`config.mk`:
```
export PLATFORM = sky130hd
export DESIGN_NAME = pmc_perf_monitor
export DESIGN_NICKNAME = d
export VERILOG_FILES = /design/src/core/pmc_pkg.sv /design/src/core/pmc_sat_counter.sv /design/src/core/pmc_perf_monitor.sv
export SDC_FILE = /design/constraint.sdc
export NUM_CORES = 1
export LEC_CHECK = 0
export ABC_AREA = 1
export BUFFER_PORTS_ARGS = -buffer_cell sky130_fd_sc_hd__buf_2
export CAP_MARGIN = 20
export CORE_ASPECT_RATIO = 1.4
export CORE_MARGIN = 3
export CORE_UTILIZATION = 46
export CTS_BUF_LIST = sky130_fd_sc_hd__clkbuf_4
export DETAILED_ROUTE_END_ITERATION = 16
export SYNTH_ARGS = -nofsm -noshare
export SYNTH_HDL_FRONTEND = slang
export SYNTH_SLANG_ARGS = --single-unit
```
`constraint.sdc`:
```
create_clock -name ref_clk -period 3.5 [get_ports ref_clk]
set_clock_uncertainty 0.05 [all_clocks]
set_input_delay 0.175 -clock ref_clk [delete_from_list [all_inputs] [get_ports ref_clk]]
set_output_delay 0.175 -clock ref_clk [all_outputs]
set_load 0.005 [all_outputs]
```
`src/core/pmc_pkg.sv`:
```
`default_nettype none
package pmc_pkg;
    localparam logic [7:0] OFF_TXV_HIGH  = 8'h3a;
    localparam logic [7:0] OFF_TXV_LOW   = 8'h3b;
    localparam logic [7:0] OFF_HOLD      = 8'h3c;
    localparam logic [7:0] OFF_FLAGS     = 8'h3d;
    localparam logic [7:0] OFF_VIOL_HIGH = 8'h3e;
    localparam logic [7:0] OFF_VIOL_LOW  = 8'h3f;
    localparam logic [7:0] OFF_PAR_HIGH  = 8'h40;
    localparam logic [7:0] OFF_PAR_LOW   = 8'h41;
    localparam int FLAG_ES_BIT  = 1;
    localparam int FLAG_SES_BIT = 0;
    localparam logic [7:0]  RESET_BYTE   = 8'h00;
    localparam logic [15:0] RESET_COUNT  = 16'h0000;
    // One second at 100 MHz
    localparam int CLK_PERIOD_NS = 10;
    localparam int SECOND_NS     = 1000000000;
    localparam int SECOND_CYCLES = SECOND_NS / CLK_PERIOD_NS;
    // Severe threshold: more than one error per 10,000 bits
    localparam int SES_RATIO     = 10000;
    localparam int DS3_BITS_PER_SECOND = 44736000;
    localparam int SES_LIMIT_DEFAULT   = DS3_BITS_PER_SECOND / SES_RATIO;
endpackage
`default_nettype wire

```
`src/core/pmc_sat_counter.sv`:
```
`timescale 1ns/100ps
`default_nettype none
// Saturating 16-bit event counter with restart
module pmc_sat_counter
    import pmc_pkg::*;
(
    // Clock and reset
    input  wire logic        ref_clk,
    input  wire logic        rst,
    // Control
    input  wire logic        restart,
    input  wire logic        event_in,
    // Count
    output logic [15:0]      count
);
    always_ff @(posedge ref_clk) begin
        if (rst) begin
            count <= RESET_COUNT;
        end else if (restart) begin
            // An event in the restart cycle opens the new count
            count <= event_in ? 16'h0001 : 16'h0000;
        end else if (event_in && count != 16'hffff) begin
            count <= count + 16'h0001;
        end
    end
endmodule
`default_nettype wire

```
`src/core/pmc_perf_monitor.sv`:
```
`timescale 1ns/100ps
`default_nettype none
// Behaviour
// - Valid cells sent are counted in 16 bits, low byte at 0x3b, cleared when read.
// - The valid cell count only advances while ATM UNI mode is selected.
// - With an 8-bit bus, reading one byte of a 16-bit value puts its partner byte at 0x3c.
// - Errored-second flag, bit 1, is set when any error occurred in the last completed second.
// - Severely-errored-second flag, bit 0, is set when errors exceed one in ten thousand.
// - Line code violations of the last second are readable at 0x3e (high) and 0x3f (low).
// - Parity errors of the last second are readable at 0x40 (high) and 0x41 (low).
module pmc_perf_monitor
    import pmc_pkg::*;
#(
    parameter int SECOND_LEN = SECOND_CYCLES,
    parameter int SES_LIMIT  = SES_LIMIT_DEFAULT
)
(
    // Clock and reset
    input  wire logic        ref_clk,
    input  wire logic        rst,
    // Configuration
    input  wire logic        atm_uni_mode,
    input  wire logic        bus_8bit,
    // Events from datapath, one-cycle pulses on ref_clk
    input  wire logic        tx_valid_cell,
    input  wire logic        line_code_violation,
    input  wire logic        parity_error,
    // Host register port
    input  wire logic        rd_strobe,
    input  wire logic [7:0]  rd_addr,
    output logic [7:0]       rd_data,
    // Status
    output logic             second_tick
);
    import pmc_pkg::*;

    logic [31:0] sec_count;
    logic [15:0] txv_count;
    logic [15:0] viol_run;
    logic [15:0] par_run;
    logic [15:0] viol_acc;
    logic [15:0] par_acc;
    logic [1:0]  flags;
    logic [7:0]  hold;
    logic        txv_read;
    logic [15:0] next_txv;

    function automatic logic [7:0] pick(input logic [15:0] v, input logic high);
        pick = high ? v[15:8] : v[7:0];
    endfunction

    // Second timer
    always_ff @(posedge ref_clk) begin
        if (rst) begin
            sec_count   <= 32'h0000_0000;
            second_tick <= 1'b0;
        end else if (sec_count == 32'(SECOND_LEN - 1)) begin
            sec_count   <= 32'h0000_0000;
            second_tick <= 1'b1;
        end else begin
            sec_count   <= sec_count + 32'h0000_0001;
            second_tick <= 1'b0;
        end
    end

    logic boundary;
    assign boundary = (sec_count == 32'(SECOND_LEN - 1));

    // Running error counts for the current second
    pmc_sat_counter u_viol (
        .ref_clk  (ref_clk),
        .rst      (rst),
        .restart  (boundary),
        .event_in (line_code_violation),
        .count    (viol_run)
    );
    pmc_sat_counter u_par (
        .ref_clk  (ref_clk),
        .rst      (rst),
        .restart  (boundary),
        .event_in (parity_error),
        .count    (par_run)
    );

    // Latched results of the last completed second
    always_ff @(posedge ref_clk) begin
        if (rst) begin
            viol_acc <= RESET_COUNT;
            par_acc  <= RESET_COUNT;
            flags    <= 2'b00;
        end else if (boundary) begin
            viol_acc <= viol_run;
            par_acc  <= par_run;
            flags[FLAG_ES_BIT]  <= (viol_run != 16'h0000) || (par_run != 16'h0000);
            flags[FLAG_SES_BIT] <= (32'(viol_run) + 32'(par_run)) > 32'(SES_LIMIT);
        end
    end

    // Transmit valid cell counter, cleared on a read of either byte
    assign txv_read = rd_strobe && (rd_addr == OFF_TXV_LOW || rd_addr == OFF_TXV_HIGH);

    always_comb begin
        next_txv = txv_count;
        if (txv_read) begin
            // A cell in the read cycle survives the clear
            next_txv = (atm_uni_mode && tx_valid_cell) ? 16'h0001 : 16'h0000;
        end else if (atm_uni_mode && tx_valid_cell && txv_count != 16'hffff) begin
            next_txv = txv_count + 16'h0001;
        end
    end

    always_ff @(posedge ref_clk) begin
        if (rst) begin
            txv_count <= RESET_COUNT;
        end else begin
            txv_count <= next_txv;
        end
    end

    // Read data and companion byte holding
    always_ff @(posedge ref_clk) begin
        if (rst) begin
            rd_data <= RESET_BYTE;
            hold    <= RESET_BYTE;
        end else if (rd_strobe) begin
            if (rd_addr == OFF_TXV_LOW) begin
                rd_data <= pick(txv_count, 1'b0);
                if (bus_8bit) begin
                    hold <= pick(txv_count, 1'b1);
                end
            end else if (rd_addr == OFF_TXV_HIGH) begin
                rd_data <= pick(txv_count, 1'b1);
                if (bus_8bit) begin
                    hold <= pick(txv_count, 1'b0);
                end
            end else if (rd_addr == OFF_HOLD) begin
                rd_data <= hold;
            end else if (rd_addr == OFF_FLAGS) begin
                rd_data <= {6'h00, flags};
            end else if (rd_addr == OFF_VIOL_HIGH) begin
                rd_data <= pick(viol_acc, 1'b1);
                if (bus_8bit) begin
                    hold <= pick(viol_acc, 1'b0);
                end
            end else if (rd_addr == OFF_VIOL_LOW) begin
                rd_data <= pick(viol_acc, 1'b0);
                if (bus_8bit) begin
                    hold <= pick(viol_acc, 1'b1);
                end
            end else if (rd_addr == OFF_PAR_HIGH) begin
                rd_data <= pick(par_acc, 1'b1);
                if (bus_8bit) begin
                    hold <= pick(par_acc, 1'b0);
                end
            end else if (rd_addr == OFF_PAR_LOW) begin
                rd_data <= pick(par_acc, 1'b0);
                if (bus_8bit) begin
                    hold <= pick(par_acc, 1'b1);
                end
            end else begin
                rd_data <= RESET_BYTE;
            end
        end
    end

    // Checks
    property p_txv_count;
        @(posedge ref_clk) disable iff (rst)
        (!txv_read && atm_uni_mode && tx_valid_cell && txv_count != 16'hffff)
            |=> txv_count == $past(txv_count) + 16'h0001;
    endproperty
    a_txv_count: assert property (p_txv_count) else $error("valid cell count missed");

    property p_txv_clear;
        @(posedge ref_clk) disable iff (rst)
        (txv_read && !tx_valid_cell) |=> txv_count == 16'h0000;
    endproperty
    a_txv_clear: assert property (p_txv_clear) else $error("count not cleared on read");

    property p_txv_mode;
        @(posedge ref_clk) disable iff (rst)
        (!atm_uni_mode && !txv_read) |=> $stable(txv_count);
    endproperty
    a_txv_mode: assert property (p_txv_mode) else $error("count moved outside ATM mode");

    property p_hold;
        @(posedge ref_clk) disable iff (rst)
        (rd_strobe && bus_8bit && rd_addr == OFF_VIOL_HIGH) |=> hold == $past(viol_acc[7:0]);
    endproperty
    a_hold: assert property (p_hold) else $error("companion byte not held");

    property p_es;
        @(posedge ref_clk) disable iff (rst)
        (boundary && viol_run == 16'h0000 && par_run == 16'h0000) |=> !flags[FLAG_ES_BIT];
    endproperty
    a_es: assert property (p_es) else $error("errored second set without errors");

    property p_ses;
        @(posedge ref_clk) disable iff (rst)
        flags[FLAG_SES_BIT] |-> flags[FLAG_ES_BIT];
    endproperty
    a_ses: assert property (p_ses) else $error("severe flag without errored flag");

    property p_viol_acc;
        @(posedge ref_clk) disable iff (rst)
        boundary |=> viol_acc == $past(viol_run);
    endproperty
    a_viol_acc: assert property (p_viol_acc) else $error("violation total not latched");

    property p_par_read;
        @(posedge ref_clk) disable iff (rst)
        (rd_strobe && rd_addr == OFF_PAR_HIGH) |=> rd_data == $past(par_acc[15:8]);
    endproperty
    a_par_read: assert property (p_par_read) else $error("parity high byte wrong");

    property p_restart;
        @(posedge ref_clk) disable iff (rst)
        (boundary && !line_code_violation) |=> viol_run == 16'h0000 && second_tick;
    endproperty
    a_restart: assert property (p_restart) else $error("running count not restarted");

    property p_txv_low;
        @(posedge ref_clk) disable iff (rst)
        (rd_strobe && rd_addr == OFF_TXV_LOW) |=> rd_data == $past(txv_count[7:0]);
    endproperty
    a_txv_low: assert property (p_txv_low) else $error("cell low byte wrong");

    property p_txv_high;
        @(posedge ref_clk) disable iff (rst)
        (rd_strobe && rd_addr == OFF_TXV_HIGH) |=> rd_data == $past(txv_count[15:8]);
    endproperty
    a_txv_high: assert property (p_txv_high) else $error("cell high byte wrong");

    property p_hold_txv;
        @(posedge ref_clk) disable iff (rst)
        (rd_strobe && bus_8bit && rd_addr == OFF_TXV_LOW) |=> hold == $past(txv_count[15:8]);
    endproperty
    a_hold_txv: assert property (p_hold_txv) else $error("cell companion wrong");

    property p_hold_viol;
        @(posedge ref_clk) disable iff (rst)
        (rd_strobe && bus_8bit && rd_addr == OFF_VIOL_LOW) |=> hold == $past(viol_acc[15:8]);
    endproperty
    a_hold_viol: assert property (p_hold_viol) else $error("violation companion wrong");

    property p_hold_par;
        @(posedge ref_clk) disable iff (rst)
        (rd_strobe && bus_8bit && rd_addr == OFF_PAR_LOW) |=> hold == $past(par_acc[15:8]);
    endproperty
    a_hold_par: assert property (p_hold_par) else $error("parity companion wrong");

    property p_hold_keep;
        @(posedge ref_clk) disable iff (rst)
        !(rd_strobe && bus_8bit) |=> $stable(hold);
    endproperty
    a_hold_keep: assert property (p_hold_keep) else $error("holding byte moved");

    property p_hold_out;
        @(posedge ref_clk) disable iff (rst)
        (rd_strobe && rd_addr == OFF_HOLD) |=> rd_data == $past(hold);
    endproperty
    a_hold_out: assert property (p_hold_out) else $error("holding read wrong");

    property p_es_set;
        @(posedge ref_clk) disable iff (rst)
        (boundary && (viol_run != 16'h0000 || par_run != 16'h0000)) |=> flags[FLAG_ES_BIT];
    endproperty
    a_es_set: assert property (p_es_set) else $error("errored second missed");

    // Written from the running counts, so a wrong limit compare shows up here
    property p_ses_set;
        @(posedge ref_clk) disable iff (rst)
        boundary |=> flags[FLAG_SES_BIT] ==
            ((32'($past(viol_run)) + 32'($past(par_run))) > 32'(SES_LIMIT));
    endproperty
    a_ses_set: assert property (p_ses_set) else $error("severe flag wrong");

    property p_flags_out;
        @(posedge ref_clk) disable iff (rst)
        (rd_strobe && rd_addr == OFF_FLAGS) |=> rd_data == {6'h00, $past(flags)};
    endproperty
    a_flags_out: assert property (p_flags_out) else $error("flag read wrong");

    property p_flags_keep;
        @(posedge ref_clk) disable iff (rst)
        !boundary |=> $stable(flags);
    endproperty
    a_flags_keep: assert property (p_flags_keep) else $error("flags moved");

    property p_viol_low;
        @(posedge ref_clk) disable iff (rst)
        (rd_strobe && rd_addr == OFF_VIOL_LOW) |=> rd_data == $past(viol_acc[7:0]);
    endproperty
    a_viol_low: assert property (p_viol_low) else $error("violation low byte wrong");

    property p_par_acc;
        @(posedge ref_clk) disable iff (rst)
        boundary |=> par_acc == $past(par_run);
    endproperty
    a_par_acc: assert property (p_par_acc) else $error("parity total not latched");

    property p_acc_keep;
        @(posedge ref_clk) disable iff (rst)
        !boundary |=> $stable(viol_acc) && $stable(par_acc);
    endproperty
    a_acc_keep: assert property (p_acc_keep) else $error("totals moved mid-second");

    property p_tick;
        @(posedge ref_clk) disable iff (rst)
        boundary |=> second_tick;
    endproperty
    a_tick: assert property (p_tick) else $error("second pulse missing");

endmodule
`default_nettype wire

```
# --- Word-level counts from Yosys, hierarchy flattened ---
# Index checks and enable logic that the tools add are counted.
classes:
  n_addsub: 5
  n_mul: 0
  n_div: 0
  magnitude_cmp: 1
  eq_ne: 20
  n_shift: 0
  mux: 32
  n_bitwise: 0
  n_reduce_logical: 15
op_table:
  columns: ["op", "count"]
  rows:
  - ["8-bit 2-to-1 mux", 22]
  - ["16-bit 2-to-1 mux", 6]
  - ["16-bit by 1-bit adder with 16-bit output (second input constant)", 3]
  - ["8-bit by 6-bit == test with 1-bit output (second input constant)", 6]
  - ["16-bit inequality test (second input constant)", 3]
  - ["32-bit by 1-bit adder with 32-bit output (second input constant)", 1]
  - ["32-bit by 27-bit == test with 1-bit output (second input constant)", 1]
  - ["16-bit nonzero test", 2]
  - ["16-bit by 16-bit adder with 17-bit output", 1]
  - ["17-bit by 13-bit greater-than comparator with 1-bit output (second input constant)", 1]
  - ["8-bit by 7-bit == test with 1-bit output (second input constant)", 2]
  - ["4-bit inequality test (second input constant)", 4]
  - ["10-bit AND reduction", 1]
  - ["3-bit inequality test (second input constant)", 2]
  - ["2-bit nonzero test", 3]
  - ["6-bit nonzero test", 1]
  - ["1-bit logical AND", 5]
  - ["1-bit 2-to-1 mux", 4]
  - ["2-bit inequality test (second input constant)", 2]
  - ["1-bit logical OR", 2]
  - ["2-bit OR reduction", 1]
totals:
  regBits: 131
  latch_bits: 0
  ram_bits: 0
  rom_bits: 0
  input_bits: 16
  elab_cells: 83
  memories: 0

# --- Longest topological paths before layout ---
depth:
  depth_word: 9
  ltp_mapped: 16
  ltp_nobuf: 16

# --- Cells and area by module ---
# A second synthesis with hierarchy kept.
unflattened:
  hier_cells: 1295
  area_unflattened_um2: 8230.4
modules_own_cells:
  columns: ["mod", "n_inst", "cells_per_inst", "area_each_um2"]
  rows:
  - ["pmc_perf_monitor", 1, 973, 6211.0]
  - ["pmc_sat_counter", 2, 161, 1009.7]

# --- Worst setup path before layout ---
# OpenSTA, ideal clock, no wires.
synth_timing:
  path_kind: "register -> register"
  startpoint: "reg u_par.count[0]"
  endpoint: "reg flags[0]"
  arrival_ps: 1763
  required_ps: 3338
  slack_ps: 1575
  stages_incl_launch_ff: 14
  n_path_buf: 0
  period_less_slack_ps: 1925
  path_cell_list: "dfxtp_1 ha_1 fa_1 nand3_1 nand3_1 nand2_1 nand2_1 nand3_1 nand2_1 xor2_1 nand2_1 nand2_1 nand2_1 nand2_1"
synth_between:
  elab_chain_cells: 2
synth_lines:
  columns: ["item", "line", "text"]
  rows:
  - ["from (decl)", "pmc_sat_counter.sv:14", "output logic [15:0] count"]
  - ["from (signal assigned)", "pmc_sat_counter.sv:21", "count <= event_in ? 16'h0001 : 16'h0000;"]
  - ["from (signal assigned)", "pmc_sat_counter.sv:23", "count <= count + 16'h0001;"]
  - ["16-bit by 16-bit adder with 17-bit output", "pmc_perf_monitor.sv:95", "flags[FLAG_SES_BIT] <= (32'(viol_run) + 32'(par_run)) > 32'(SES_LIMIT);"]
  - ["17-bit by 13-bit greater-than comparator with 1-bit output", "pmc_perf_monitor.sv:95", null]
  - ["to (signal, indexed assignment)", "pmc_perf_monitor.sv:94", "flags[FLAG_ES_BIT] <= (viol_run != 16'h0000) || (par_run != 16'h0000);"]
  - ["to (signal, indexed assignment)", "pmc_perf_monitor.sv:95", null]
  - ["to (decl)", "pmc_perf_monitor.sv:43", "logic [1:0] flags;"]
# No other way between the ends.
# A chain may end at the register's enable or synchronous reset.

# --- Worst setup path in the final report ---
layout_timing:
  startpoint: "reg sec_count[0]"
  endpoint: "reg u_viol.count[8]"
layout_between:
  elab_chain_cells: 2
layout_lines:
  columns: ["item", "line", "text"]
  rows:
  - ["from (decl)", "pmc_perf_monitor.sv:37", "logic [31:0] sec_count;"]
  - ["from (signal assigned)", "pmc_perf_monitor.sv:61", "sec_count <= sec_count + 32'h0000_0001;"]
  - ["32-bit by 27-bit == test with 1-bit output *", "pmc_perf_monitor.sv:67", "assign boundary = (sec_count == 32'(SECOND_LEN - 1));"]
  - ["16-bit 2-to-1 mux or 2-bit nonzero test (tied branches)", null, null]
  - ["to (signal assigned)", "pmc_sat_counter.sv:21", null]
  - ["to (signal assigned)", "pmc_sat_counter.sv:23", null]
  - ["to (decl)", "pmc_sat_counter.sv:14", null]
# Mark *: on every way between the ends. The rest lies on a longest branch, timed or not.

==> reports/qor.txt <==
All-Layer GR Usage = 0.2370
Post-synth EDFFs = 0
RePlAce Congestion = 0.8987
worst hold path class = in2reg
# DRC = 0
min-delay src = tx_valid_cell
Max-slew headroom = 0.5279
Syn Nets = 1244
WP buf/inv = 1
Final Max Slew Viols = 0
Post-synth top flop = dfxtp_1
Arr. time, crit path = 3000 ps
Initial Utilization = 0.4768
Tot Pwr = 0.002683 W
crit end category = flip-flop
max cap viols = 0
Power Density = 309.5 nW/um^2
clock tree buffer depth = 2
outcome = completed
DRT antenna net count = 0
ys async rst share = 0
worst slew pin tran = 705.5 ps
share of cells above drive strength 1 = 0.1094
leak pwr = 3.555 nW
cell row count = 56
setup violators final = 0
mapped cell area = 8118 um^2
fin crit period = 2602 ps
Mean Syn Cell Area = 6.737 um^2
synthesized flop and latch total = 131
die area = 19300 um^2
Area contributors post-synth = dfxtp_1 (32%), nand2_1 (13%), inv_1 (8.6%)
Yosys top cell by area = dfxtp_1
slowest stage delay, CP = 440 ps
clk sinks = 131
Worst-path clk slew = 120 ps
final hold violation count = 0
initial DRC count = 579
count of input and output buffers = 24
routed via count = 7776
Ports = 25
Synth Instances = 1205
top-count cell post-synth = nand2_1
Reg2Reg Launch Point = sec_count[0]
critical path, cell by cell = ha_1 > nand2_2 > nor2_4 > nand2_2 > nor3_2 > nand2_4 > nand2_4 > inv_2 > o21ai_2 > a21oi_1
maximum clock rate = 384.3 MHz
Critical Path RT = 3890 ps
Yosys warning total = 0
die extent in x = 118.3 um
largest net degree at the start of global routing = 36
Yosys top cell area share = 0.3231
post-synthesis sequential area ratio = 0.3231
CTS tree = yes
synth cell count leaders = nand2_1 (285), inv_1 (185), dfxtp_1 (131)
WS Path Type = reg2reg
VDD IR max = 0.1889 mV
initial antenna violation count = 1
via-per-instance ratio = 5.265
total gr overflow = 0
Worst path top cell family by delay = simple AND/OR/NAND/NOR gates
WL/cell = 15.20 um
NumNets Final = 1269
TritonCTS buffer count = 17
worst-skew pair later-pin latency = 560 ps
Area growth syn-to-layout = 6.813%
RSZ-0062 raised after global routing = false
root buffer cell = clkbuf_4
Synth cell types = 48
vias in the first global route = 7486
final WL = 22450 um
core area = 17030 um^2
# H-tree levels = 4
DP Wirelength = 17580 um
fillers = 1859
CP startpoint = sec_count[0]
Slowest cell on crit path = nand2_4
period utilization = 0.7435
drt pass-1 iters = 5
first-pass GRT wire length = 37090 um
setup TNS = 0 ps
CP Launch Type = flip-flop
Die H = 163.2 um
CP Max Fanout = 35
per-stage QoR:
stage / instances / hold slack, ps / instance area [um^2] / util / setup slack, ps
after floorplan: 1205 / 308.5 / 8118 / - / 1575
after global placement: 1440 / 395.5 / 8363 / 0.4912 / 943.8
after detailed placement: 1440 / 402.6 / 8363 / 0.4912 / 884.4
after CTS: 1475 / 13.56 / 8666 / 0.5090 / 835.1
after global routing: 1477 / 65.34 / 8671 / 0.5093 / 603.2
final: 1477 / 17.99 / 8671 / 0.5093 / 897.7
kinds of logic (layout without fill, tap and decap cells):
family,Yosys count,count (layout),synth area share
compound gates,211,211,0.1606
fa+ha+maj,23,23,0.03637
simple gates,604,604,0.3453
other cells,0,2,0
xor+xnor,20,20,0.02158
flops,131,131,0.3231
buf+inv,216,254,0.1131
power breakdown:
| group | total, W | internal [W] | switching [W] |
|---|---|---|---|
| Combinational | 0.000146 | 0.0000453 | 0.000101 |
| Sequential | 0.00152 | 0.00150 | 0.0000135 |
| Clock | 0.00102 | 0.000427 | 0.000594 |
layer usage:
layer	vias up	share of wire	global-route usage
met5	-	0	0
met1	3553	0.42	0.2740
met4	0	0.034	0.08800
li1	4008	-	-
met2	164	0.51	0.4379
met3	51	0.035	0.03810
placed cells by master, fill, tap and decap left out, drive strengths merged:
master         n
bufinv         2
nand2        298
inv          192
a221oi         1
nand3b         3
xnor2          2
buf           29
nor3b          8
nor3          45
a21oi         99
ha            22
o211ai         2
nand4         33
dlygate4sd3    3
o21a           5
a22oi          1
o31ai          1
nand3         88
nor2         111
a31oi          1
dfxtp        131
or2            4
xor2          18
a211oi         1
o22ai         30
o2111ai        1
clkinv         9
o21ai         69
clkinvlp       1
clkbuf        18
nor4          14
fa             1
diode          2
worst min-delay path, delay by kind of cell:
family | cells | cell delay [ps]
compound gates | 2 | 210
buf+inv | 2 | 170
simple gates | 1 | 40
flip-flops by register name (all words and copies together) (netlist names):
register	count
flags	2
sec_count	32
txv_count	16
par_acc	16
viol_acc	16
rd_data	8
u_par.count	16
second_tick	1
u_viol.count	16
hold	8
path summary, 6_finish.rpt:
| check | end | slack, ps | depth (start not counted) |
|---|---|---|---|
| min | txv_count[0] | 20 | 5 |
| max reg2reg | u_viol.count[8] | 900 | 10 |
| max | u_viol.count[8] | 900 | 10 |
| min reg2reg | rd_data[6] | 420 | 2 |
cell type report:
class                      count  area (um^2)  share of cell area
multi-input combinational    858         4577              0.5278
clock buffer                  18        135.1             0.01558
inverter                     190        715.7             0.08254
antenna                        2        5.005           0.0005772
clock inverter                14        137.6             0.01587
timing repair buffer          32        187.7             0.02165
sequential                   131         2623              0.3025
tap                          232        290.3             0.03348
what timing repair did:
action                                 in CTS  in global routing
resized for setup                           0                  0
endpoints found under the hold margin       6                  0
setup buffers                               0                  0
hold buffers                                3                  0
Power figures use the tool's default switching activity.
